--- src/hdl/rsc_pkg.sv ---
/*
  Shared constants and carrier types for the reset source control block.
  Assumes a single system clock and a synchronous active-high reset.
*/
package rsc_pkg;

    // ------------------------------------------------------------------
    // Timing counts
    // ------------------------------------------------------------------

    // Pin low cycles, counted after the synchroniser, that start a reset.
    localparam int unsigned RSC_PIN_LOW_CYCLES = 3;
    // Number of synchroniser stages on the external reset pin.
    localparam int unsigned RSC_SYNC_STAGES = 2;
    // Cycles that the system reset output is held once started.
    localparam int unsigned RSC_HOLD_CYCLES = 16;

    // ------------------------------------------------------------------
    // Reset values and types
    // ------------------------------------------------------------------

    // The option bit reads as 1 when unprogrammed.
    localparam logic RSC_OPTION_UNPROGRAMMED = 1'b1;

    // Sequencer states.
    typedef enum logic [1:0] {
        RSC_RUN = 2'b00,
        RSC_SYS_RESET = 2'b01,
        RSC_POR = 2'b10
    } rsc_state_t;

    // Inputs that can cause a reset or an interrupt.
    typedef struct packed {
        logic ext_reset_n;
        logic watchdog_timeout;
        logic brownout_condition;
        logic normal_or_halt;
    } rsc_sources_t;

    // Reset cause flags.
    typedef struct packed {
        logic power_on;
        logic external;
        logic watchdog_cause_flag;
    } rsc_cause_t;

endpackage

--- src/hdl/rsc_reset_source_control.sv ---
/*
  Reset source control: external pin, watchdog time-out and brownout.
  Assumes all inputs except the reset pin are synchronous to clk and that
  the option bit is a static level from non-volatile storage.
  The hold and pin counters are eight bits wide, so HOLD_CYCLES and
  PIN_LOW_CYCLES must stay at or below 256; larger values would wrap.
  A time-out that arrives while a reset is running is dropped on purpose.
*/
// Summary of operation
// - Watchdog time-out in normal or halt mode resets when option is one.
// - Unprogrammed option bit reads as one.
// - Option zero: time-out raises interrupt, no reset.
// - Watchdog reset sets watchdog cause flag.
// - Reset may begin after three pin cycles.
// - Brownout recovery always yields power-on reset.
`timescale 1ns/1ns
module rsc_reset_source_control
    import rsc_pkg::*;
#(
    parameter int unsigned PIN_LOW_CYCLES = rsc_pkg::RSC_PIN_LOW_CYCLES,
    parameter int unsigned HOLD_CYCLES = rsc_pkg::RSC_HOLD_CYCLES
)
(
    input wire logic clk,
    input wire logic srst,
    input wire rsc_pkg::rsc_sources_t sources,
    input wire logic option_programmed,
    input wire logic option_value,
    input wire logic cause_clear,
    output logic system_reset,
    output logic power_on_reset,
    output logic watchdog_irq,
    output rsc_pkg::rsc_cause_t reset_cause_register
);
    import rsc_pkg::*;

    // ------------------------------------------------------------------
    // Pin synchroniser
    // ------------------------------------------------------------------

    // Stage 0 is read only by stage 1, so metastability stays contained.
    logic [RSC_SYNC_STAGES-1:0] sync;
    logic [RSC_SYNC_STAGES-1:0] next_sync;

    // Shift the raw pin in; reset fills with the idle high level.
    always_comb
    begin
        next_sync = {sync[RSC_SYNC_STAGES-2:0], sources.ext_reset_n};
        if (srst)
        begin
            next_sync = '1;
        end
    end

    // Plain shift register; the clear comes in through next_sync, so the
    // pin reads idle high for the first cycles after reset.
    always_ff @(posedge clk)
    begin
        sync <= next_sync;
    end

    // The synchronised pin, inverted: high while the active-low pin is low.
    logic pin_low;
    assign pin_low = ~sync[RSC_SYNC_STAGES-1];

    // ------------------------------------------------------------------
    // Sequencer
    // ------------------------------------------------------------------

    // Option bit as seen by logic; unprogrammed storage reads as one.
    // The option is a static level, so it needs no synchroniser.
    logic wdt_option;
    assign wdt_option = option_programmed ? option_value
                                          : RSC_OPTION_UNPROGRAMMED;

    // State, counters and the next values of the registered outputs.
    // Each group is computed below and only registered at the bottom.
    rsc_state_t state;
    rsc_state_t next_state;
    logic [7:0] pin_cnt;         // Consecutive synchronised low cycles.
    logic [7:0] next_pin_cnt;
    logic [7:0] hold_cnt;        // Remaining reset hold cycles.
    logic [7:0] next_hold_cnt;
    logic brownout_seen;         // Set by brownout or power-up reset; cleared on POR exit.
    logic next_brownout_seen;
    logic next_system_reset;
    logic next_power_on_reset;
    logic next_watchdog_irq;
    rsc_cause_t next_cause;
    logic pin_trip;              // Pin low long enough to start a reset.
    logic wdt_reset;             // Time-out that must reset the system.

    // Pin trips at the third synchronised low cycle; a four-cycle pulse
    // from outside always reaches this even with synchroniser skew.
    assign pin_trip = pin_low
        && (pin_cnt >= 8'(PIN_LOW_CYCLES - 1));
    assign wdt_reset = sources.watchdog_timeout && sources.normal_or_halt
        && wdt_option;

    // Next-state logic. A brownout outranks every other source because
    // recovery from it must look exactly like a cold start.
    always_comb
    begin
        next_state = state;
        next_hold_cnt = hold_cnt;
        next_brownout_seen = brownout_seen;
        next_cause = reset_cause_register;
        next_watchdog_irq = 1'b0;
        next_pin_cnt = 8'h00;
        // Count low cycles and saturate so the counter never wraps.
        if (pin_low)
        begin
            next_pin_cnt = (pin_cnt == 8'hFF) ? pin_cnt : pin_cnt + 8'h01;
        end
        // Software clear first, so a new cause in this cycle wins.
        if (cause_clear)
        begin
            next_cause = '0;
        end
        unique case (state)
            RSC_RUN:
            begin
                if (sources.brownout_condition)
                begin
                    next_state = RSC_POR;
                    next_brownout_seen = 1'b1;
                    // Load the full hold so even a one-cycle dip gets a
                    // complete power-on reset once the supply is back.
                    next_hold_cnt = 8'(HOLD_CYCLES - 1);
                end
                else if (wdt_reset)
                begin
                    next_state = RSC_SYS_RESET;
                    next_hold_cnt = 8'(HOLD_CYCLES - 1);
                    next_cause.watchdog_cause_flag = 1'b1;
                end
                else if (pin_trip)
                begin
                    next_state = RSC_SYS_RESET;
                    next_hold_cnt = 8'(HOLD_CYCLES - 1);
                    next_cause.external = 1'b1;
                end
                else if (sources.watchdog_timeout && !wdt_option)
                begin
                    // Interrupt only; the system keeps running.
                    next_watchdog_irq = 1'b1;
                end
            end
            RSC_SYS_RESET:
            begin
                // A brownout during a system reset escalates it.
                if (sources.brownout_condition)
                begin
                    next_state = RSC_POR;
                    next_brownout_seen = 1'b1;
                    // Restart the hold; a partly spent count is not enough.
                    next_hold_cnt = 8'(HOLD_CYCLES - 1);
                end
                else if (hold_cnt != 8'h00)
                begin
                    next_hold_cnt = hold_cnt - 8'h01;
                end
                else if (!pin_low)
                begin
                    // Stay in reset while the pin is still held low.
                    next_state = RSC_RUN;
                end
            end
            RSC_POR:
            begin
                // Hold the power-on reset until the supply recovers, then
                // run the full hold time; never resume directly.
                if (sources.brownout_condition)
                begin
                    next_hold_cnt = 8'(HOLD_CYCLES - 1);
                end
                else if (hold_cnt != 8'h00)
                begin
                    next_hold_cnt = hold_cnt - 8'h01;
                end
                else
                begin
                    next_state = RSC_RUN;
                    next_cause = '0;
                    next_cause.power_on = brownout_seen;
                    next_brownout_seen = 1'b0;
                end
            end
            default:
            begin
                next_state = RSC_POR;
            end
        endcase
        next_system_reset = (next_state != RSC_RUN);
        next_power_on_reset = (next_state == RSC_POR);
        // Power-up: start as a power-on reset with full hold time.
        if (srst)
        begin
            next_state = RSC_POR;
            next_hold_cnt = 8'(HOLD_CYCLES - 1);
            next_brownout_seen = 1'b1;
            next_cause = '0;
            next_watchdog_irq = 1'b0;
            next_pin_cnt = 8'h00;
            next_system_reset = 1'b1;
            next_power_on_reset = 1'b1;
        end
    end

    // Register stage for the sequencer and all outputs.
    // Every top-level output is taken straight from this stage.
    always_ff @(posedge clk)
    begin
        state <= next_state;
        hold_cnt <= next_hold_cnt;
        pin_cnt <= next_pin_cnt;
        brownout_seen <= next_brownout_seen;
        reset_cause_register <= next_cause;
        watchdog_irq <= next_watchdog_irq;
        system_reset <= next_system_reset;
        power_on_reset <= next_power_on_reset;
    end

endmodule

--- config.mk ---
export PLATFORM = sky130hd
export DESIGN_NAME = rsc_reset_source_control
export DESIGN_NICKNAME = d
export VERILOG_FILES = /design/src/hdl/rsc_pkg.sv /design/src/hdl/rsc_reset_source_control.sv
export SDC_FILE = /design/constraint.sdc
export NUM_CORES = 1
export LEC_CHECK = 0
export ABC_AREA = 0
export BUFFER_PORTS_ARGS = -buffer_cell sky130_fd_sc_hd__buf_4
export CELL_PAD_IN_SITES_DETAIL_PLACEMENT = 0
export CELL_PAD_IN_SITES_GLOBAL_PLACEMENT = 1
export CORE_MARGIN = 2
export CORE_UTILIZATION = 46
export CTS_CLUSTER_DIAMETER = 80
export CTS_CLUSTER_SIZE = 40
export DETAILED_ROUTE_END_ITERATION = 12
export GPL_ROUTABILITY_DRIVEN = 0
export PLACE_DENSITY = 0.87
export SLEW_MARGIN = 15
export SYNTH_ARGS = -nofsm -noshare
export SYNTH_HDL_FRONTEND = slang
export SYNTH_SLANG_ARGS = --single-unit
--- constraint.sdc ---
create_clock -name clk -period 3.8 [get_ports clk]
set_clock_uncertainty 0.15 [all_clocks]
set_input_delay 0.57 -clock clk [delete_from_list [all_inputs] [get_ports clk]]
set_output_delay 0.57 -clock clk [all_outputs]
set_load 0.05 [all_outputs]
==> run summary, run 1 <==
initial drt markers: 49
CP max stage cell: dfxtp_1
Routed Antenna Nets: 0
core footprint: 2810 um2
LEAKAGE: 0.639 nW
crit-path leading delay family: compound AO/OA/AOI/OAI gates
Seq/Total Area, Yosys: 38.9%
Post-Syn Instances: 163
antenna violations before repair: 0
cell mode on critical path: o21ai_2
post-route cell area: 1550 um2
GRT met1 Usage: 25.9%
Final Hold Viols: 0
clock sink count: 27
TritonCTS clock tree: yes
Ports: 15
layer with the highest usage: met2
H-tree lvl count: 1
post-route clock period utilization: 57.2%
Ys Warns: 0
DRC Markers: 0
RSZ-0062 raised after global routing: no
Worst-Margin Slew: 404 ps
initial core utilization: 49.5%
Netlist cell types: 48
share of layout cells above drive strength 1: 15.6%
Adder-Cell Fraction of Synth Area: 6.31%
critical path data required time: 3910 ps
Num CTS Buffers: 3
die area: 3470 um2
Congestion Overflow GR: 0
M3 GR Usage: 2.64%
GRT Overall Usage: 19.7%
worst hold path class: in2reg
row count: 19
main combinational cell family by area after synthesis: simple AND/OR/NAND/NOR gates
most frequent cells in the layout: dfxtp_1 (27), nor2_1 (21), buf_4 (14), inv_1 (11), nand2_1 (9)
syn_nets: 179
Post-Synth XOR/XNOR Area: 1.26%
prevailing post-synth register cell: dfxtp_1
Detailed Routing Iterations Pass 1: 4
Post-Synthesis Cell Area: 1390 um2
CP peak stage delay: 410 ps
setup TNS: 0 ps
largest net degree at the start of global routing: 19
Vias: 1204
most common cell after layout, fill and taps aside: dfxtp_1
CTS resizes: 0
vias in the first global route: 1178
achievable clock frequency: 0.460 GHz
Syn Area/Cell: 8.52 um2
critical-path cell list: inv_1 > ha_1 > nor2b_1 > o21ai_2 > o21ai_2 > a21oi_1 > o32ai_1
# Post-CTS Setup Buffers: 0
Final setup viols: 0
CP Buf/Inv Count: 1
Total Routed Length: 2890 um
PD cells: 358 nW/um2
number of synthesized flops with an enable pin: 0
Bufs on Longest Clock Path: 2
CP Max Fanout: 9
hold buffer count at cts: 0
Compound-Gate Fraction of Synth Area: 22.0%
die height: 58.9 um
clock root buffer: clkbuf_4
min Tclk post-route: 2170 ps
Setup CP Type: reg2reg
Synth Area in Simple Gates: 26.3%
Post-DP HPWL: 2200 um
post-synthesis mux area share: 1.44%
vias per cell: 5.73
GR Util met2: 32.1%
Peak VDD IR: 186 uV
synthesis-stage register bit count: 27
Syn-to-layout area delta: 11.5%
WP data arrival: 2280 ps
DP Area: 1520 um2
Final Net Count: 196
Setup crit end kind: flip-flop
Slew Limit Fails: 0
Clk Latency, worst-skew pair: 330 ps
DR WL/cell: 13.8 um
Rel. slew slack: 72.7%
Die Wd: 58.9 um
maxcap violations: 0
first-pass GRT wire length: 5200 um
Reg clk slew, reported paths: 150 ps
Worst Setup Start Kind: flip-flop
IO Port Bufs: 14
n_diodes: 0
status: finished, final reports clean
Post-synth ARST share: 0%
## area by class of cell
cell class | instances | area, um2
tap | 31 | 38.8
clock inverter | 1 | 5.00
multi-input combinational | 123 | 796
inverter | 11 | 41.3
fill | 275 | 1260
timing repair buffer | 14 | 105
clock buffer | 3 | 22.5
sequential | 27 | 541
## path summary, 6_finish.rpt
kind	from	to	slack (ps)	depth (start not counted)
min reg2reg	sync[0]$_SDFF_PP1_	sync[1]$_SDFF_PP1_	280	1
max reg2reg	state[1]$_SDFF_PP1_	hold_cnt[4]$_SDFFE_PP0P_	1630	7
max	state[1]$_SDFF_PP1_	hold_cnt[4]$_SDFFE_PP0P_	1630	7
min	sources[3]	sync[0]$_SDFF_PP1_	270	2
## flip-flops by register name, indices dropped and copies added (netlist names)
signal,count
pin_cnt,8
power_on_reset,1
sync,2
watchdog_irq,1
state,2
hold_cnt,8
reset_cause_register,3
brownout_seen,1
system_reset,1
## Yosys cell counts, drive strengths merged (2+ instances only)
| master | instances | share of area (%) |
|---|---|---|
| inv | 11 | 3.0 |
| or2 | 3 | 1.4 |
| o311ai | 2 | 1.8 |
| a21oi | 8 | 3.2 |
| ha | 7 | 6.3 |
| nand2 | 9 | 2.4 |
| and3 | 3 | 1.4 |
| o211ai | 2 | 1.1 |
| nor4 | 3 | 1.8 |
| nand4 | 2 | 0.90 |
| a211oi | 3 | 1.6 |
| dfxtp | 27 | 39 |
| nor3 | 8 | 3.2 |
| nand3 | 6 | 2.2 |
| nand2b | 4 | 1.8 |
| a31oi | 7 | 3.6 |
| mux2i | 2 | 1.4 |
| nor2b | 4 | 1.8 |
| o21ai | 11 | 4.5 |
| nor2 | 21 | 5.7 |
## worst register-to-register path, cell delays in order, from the launching register on
cell and delay (ps):
dfxtp_1 410, inv_1 110, ha_1 270, nor2b_1 360, o21ai_2 160, o21ai_2 330, a21oi_1 80, o32ai_1 220
## per-layer routing
layer	up-vias	share of wire, %
met5	-	0
met4	0	1.8
met3	4	2.3
met2	12	48
met1	559	48
li1	629	-
## kinds of logic after synthesis
| family | count (synthesis) |
|---|---|
| and+or+nand+nor | 69 |
| DFF | 27 |
| muxes | 2 |
| buffers and inverters | 13 |
| AOI/OAI and AO/OA | 43 |
| xor gates and xnor gates | 2 |
| adders and majority gates | 7 |
## power breakdown
part           leakage (nW)  total (W)  switching [W]  internal (W)
clock network        0.0177   0.000127      0.0000872     0.0000396
logic                 0.402   0.000121      0.0000781     0.0000424
registers             0.219   0.000306     0.00000969      0.000297
## per-stage QoR
| step | hold slack, ps | cells | utilization, % | setup slack (ps) | power, W |
|---|---|---|---|---|---|
| final | 275 | 210 | 55.2 | 1630 | 0.000554 |
| after global routing | 271 | 210 | 55.2 | 1360 | 0.000584 |
| after CTS | 283 | 210 | 55.2 | 1640 | 0.000556 |
| after detailed placement | 253 | 206 | 54.2 | 1670 | 0.000433 |
| after global placement | 250 | 206 | 54.2 | 1700 | 0.000429 |
| after floorplan | 239 | 163 | - | 1860 | 0.000399 |
Note: power is estimated with default switching activity, not from simulation.
==> inputs of run 2 (changes only) <==
--- a/config.mk
+++ b/config.mk
@@ -5,17 +5,17 @@
 export SDC_FILE = /design/constraint.sdc
 export NUM_CORES = 1
 export LEC_CHECK = 0
-export ABC_AREA = 0
+export ABC_AREA = 1
 export BUFFER_PORTS_ARGS = -buffer_cell sky130_fd_sc_hd__buf_4
 export CELL_PAD_IN_SITES_DETAIL_PLACEMENT = 0
 export CELL_PAD_IN_SITES_GLOBAL_PLACEMENT = 1
 export CORE_MARGIN = 2
-export CORE_UTILIZATION = 46
+export CORE_UTILIZATION = 38
 export CTS_CLUSTER_DIAMETER = 80
 export CTS_CLUSTER_SIZE = 40
 export DETAILED_ROUTE_END_ITERATION = 12
 export GPL_ROUTABILITY_DRIVEN = 0
-export PLACE_DENSITY = 0.87
+export PLACE_DENSITY = 0.79
 export SLEW_MARGIN = 15
 export SYNTH_ARGS = -nofsm -noshare
 export SYNTH_HDL_FRONTEND = slang
==> constraint.sdc (replaced) <==
create_clock -name clk -period 1.8 [get_ports clk]
set_clock_uncertainty 0.15 [all_clocks]
set_input_delay 0.27 -clock clk [delete_from_list [all_inputs] [get_ports clk]]
set_output_delay 0.27 -clock clk [all_outputs]
set_load 0.05 [all_outputs]
==> run 2 against run 1 <==
Net effect:
- largest power group unchanged
- critical endpoint is now hold_cnt[3]$_SDFFE_PP1P_
- utilization down 7.1 points
- area after synthesis grew 7.5%
- non-clock buffer count grew 9
- highest routed layer unchanged
- worst hold slack worse by 260 ps
- sequential share of layout area is 4.6 points lower
- cell count rose by 31%
- sequential power grew 98%
==> run summary, run 2 <==
CP Max Fanout: 13 (+4)
Post-synth ARST share: 0% (unchanged)
number of placed cells counting well taps: 271 (+32%)
clock root buffer: clkbuf_8
vias per cell: 4.82 (-16%)
die height: 66.7 um (+13%)
most frequent cell after synthesis: nand2_1
top cells by count, synth: nand2_1 (32), dfxtp_1 (27), inv_1 (27)
synthesis-stage register bit count: 27 (unchanged)
hold worst-path end: sync[0]$_SDFF_PP1_
first-pass GRT wire length: 5280 um (+1.6%)
cell mode on critical path: inv_1
DRC Markers: 0 (unchanged)
post-route clock period utilization: 94.1% (+37 points)
biggest registers after layout: hold_cnt: 8 flops, pin_cnt: 8 flops, reset_cause_register: 3 flops
largest net degree at the start of global routing: 17 (-2)
PD cells: 573 nW/um2 (+60%)
post-synthesis mux area share: 0% (-1.4 points)
Setup crit end kind: flip-flop
Final setup viols: 0 (unchanged)
prevailing post-synth register cell: dfxtp_1
initial drt markers: 71 (+45%)
CP peak stage delay: 320 ps (-90 ps)
GRT Overall Usage: 15.8% (-3.9 points)
Synth Area in Simple Gates: 31.4% (+5.1 points)
vias in the first global route: 1166 (-1.0%)
Ys Warns: 0 (unchanged)
Clk Latency, worst-skew pair: 280 ps (-50 ps)
Post-DP HPWL: 2390 um (+9.0%)
Final Net Count: 245 (+25%)
status: finished, final reports clean
Detailed Routing Iterations Pass 1: 4 (unchanged)
share of layout cells above drive strength 1: 22.4% (+6.7 points)
Worst Setup Start Kind: flip-flop
clock sink count: 27 (unchanged)
DR WL/cell: 11.7 um (-15%)
Reg clk slew, reported paths: 100 ps (-50 ps)
Adder-Cell Fraction of Synth Area: 5.87% (-0.44 points)
main combinational cell family by area after synthesis: simple AND/OR/NAND/NOR gates
Yosys top cell area share: 36.2% (-2.7 points)
Total Routed Length: 3240 um (+12%)
Seq/Total Area, Yosys: 36.2% (-2.7 points)
IO Port Bufs: 14 (unchanged)
setup slack, reg-to-reg: 110 ps (-1520 ps)
worst hold path class: in2reg
R2R Path Start: state[0]$_SDFF_PP0_
filler instances: 386 (+40%)
Setup CP Type: reg2reg
H-tree lvl count: 1 (unchanged)
hold_sp: sources[3]
Syn Area/Cell: 7.35 um2 (-14%)
WP data arrival: 1690 ps (-590 ps)
Layout Cells excl Fill: 276 (+31%)
most common cell after layout, fill and taps aside: nand2_1
cells on worst reg2reg path: 9 (+2)
Crit Reg-Reg Endpoint: hold_cnt[3]$_SDFFE_PP1P_
Vias: 1331 (+11%)
TritonCTS clock tree: yes
LEAKAGE: 0.808 nW (+26%)
number of synthesized flops with an enable pin: 0 (unchanged)
syn_nets: 219 (+22%)
Ports: 15 (unchanged)
critical path data required time: 1800 ps (-2110 ps)
Die Wd: 66.7 um (+13%)
worst hold path depth: 2 (unchanged)
Final Hold Viols: 0 (unchanged)
n_diodes: 0 (unchanged)
Compound-Gate Fraction of Synth Area: 16.6% (-5.4 points)
Congestion Overflow GR: 0 (unchanged)
DP Area: 1700 um2 (+12%)
die area: 4450 um2 (+28%)
min Tclk post-route: 1690 ps (-479 ps)
power after layout: 0.00103 W (+85%)
antenna violations before repair: 0 (unchanged)
most frequent cells in the layout: nand2_1 (32), inv_1 (27), dfxtp_1 (26), nor2_1 (24), buf_4 (23)
Bufs on Longest Clock Path: 2 (unchanged)
post-route cell area: 1790 um2 (+16%)
Post-Synth XOR/XNOR Area: 1.17% (-0.088 points)
largest cells by area after synthesis: dfxtp_1 (36%), nand2_1 (8.0%), inv_1 (6.8%)
critical-path cell list: inv_1 > ha_4 > inv_1 > nor2_2 > and2_2 > nand2_4 > nand2_8 > a21oi_1 > nand3b_1
Worst-Margin Slew: 365 ps (-38.9 ps)
Num CTS Buffers: 3 (unchanged)
Post-Synthesis Cell Area: 1490 um2 (+7.5%)
Post-Syn Instances: 203 (+25%)
Peak VDD IR: 582 uV (+210%)
maxcap violations: 0 (unchanged)
Rel. slew slack: 75.7% (+2.9 points)
initial core utilization: 40.2% (-9.3 points)
Netlist cell types: 32 (-33%)
Syn-to-layout area delta: 19.9%
Slew Limit Fails: 0 (unchanged)
Routed Antenna Nets: 0 (unchanged)
core footprint: 3720 um2 (+32%)
CP max stage cell: dfxtp_1
row count: 22 (+3)
achievable clock frequency: 0.590 GHz (+28%)
post-synth top area cell: dfxtp_1
run 2: cell types whose count changed in the layout (fill, tap and decap cells not counted), sizes merged, moves of 3 or more:
cell,before,now
nor2b,4,0
and3,3,0
nor4,3,0
a21oi,8,16
nor2,21,27
nand2b,4,0
nand3,6,18
buf,14,23
nand2,9,39
inv,11,29
nor3,8,2
run 2: repair_timing:
action,CTS,global route
hold buffers,0,0
buffers inserted,0,1
gates resized for setup,0,6
endpoints found under the setup margin,0,10
run 2: metrics by stage:
step           TNS [ps]  worst slack, ps  utilization, %  hold WS, ps
2_1_floorplan         0             63.3               -          189
3_3_place_gp          0             40.2            45.7          243
3_5_place_dp          0             44.0            45.7          243
4_1_cts               0             13.5            47.0         10.7
5_1_grt           -22.2            -11.9            48.1         15.3
6_report              0              106            48.1         16.8
run 2: how the worst max path moves through the flow:
stage / from / end / slack, ps / cells past startpoint
2_1_floorplan: state[0]$_SDFF_PP0_ / hold_cnt[3]$_SDFFE_PP1P_ / 60 / 9
3_3_place_gp: pin_cnt[0]$_SDFFE_PP0P_ / hold_cnt[3]$_SDFFE_PP1P_ / 40 / 9
3_5_place_dp: pin_cnt[0]$_SDFFE_PP0P_ / hold_cnt[1]$_SDFFE_PP1P_ / 40 / 9
4_1_cts: pin_cnt[0]$_SDFFE_PP0P_ / hold_cnt[3]$_SDFFE_PP1P_ / 10 / 9
5_1_grt: pin_cnt[1]$_SDFFE_PP0P_ / pin_cnt[1]$_SDFFE_PP0P_ / -10 / 6
6_report: state[0]$_SDFF_PP0_ / hold_cnt[3]$_SDFFE_PP1P_ / 110 / 9
run 2: cell families (layout without fill, tap and decap cells):
kind of cell             Yosys count  after routing
AO/OA/AOI/OAI                     39             39
XOR/XNOR                           2              2
adder cells (fa/ha/maj)            7              7
buffers and inverters             31             56
flip-flops                        27             27
AND/OR/NAND/NOR                   97             97
run 2: routing by layer:
layer	track usage [%]	wire (um)	up-vias
li1	-	-	721
met2	24.8	1430	21
met1	22.1	1700	587
met4	2.30	17	0
met5	0	0	-
met3	4.05	97	2
run 2: layout make-up:
type | count | area (um2) | area share [%]
multi-input combinational | 145 | 855 | 47.8
sequential | 27 | 542 | 30.3
timing repair buffer | 23 | 173 | 9.65
inverter | 29 | 111 | 6.22
tap | 48 | 60.1 | 3.36
clock buffer | 3 | 41.3 | 2.31
clock inverter | 1 | 7.51 | 0.420
run 2: power by group:
group / switching [W] / total, W / internal (W) / leakage (nW)
combinational: 0.0000359 / 0.0000641 / 0.0000282 / 0.568
clock: 0.000200 / 0.000357 / 0.000157 / 0.0217
sequential: 0.00000311 / 0.000605 / 0.000602 / 0.219
run 2: critical path: cells and delay by family, from the launching register on:
kind	cells	cell delay, ps
AOI/OAI and AO/OA	1	40
and+or+nand+nor	5	700
DFF	1	320
buffers and inverters	2	180
adders and majority gates	1	160
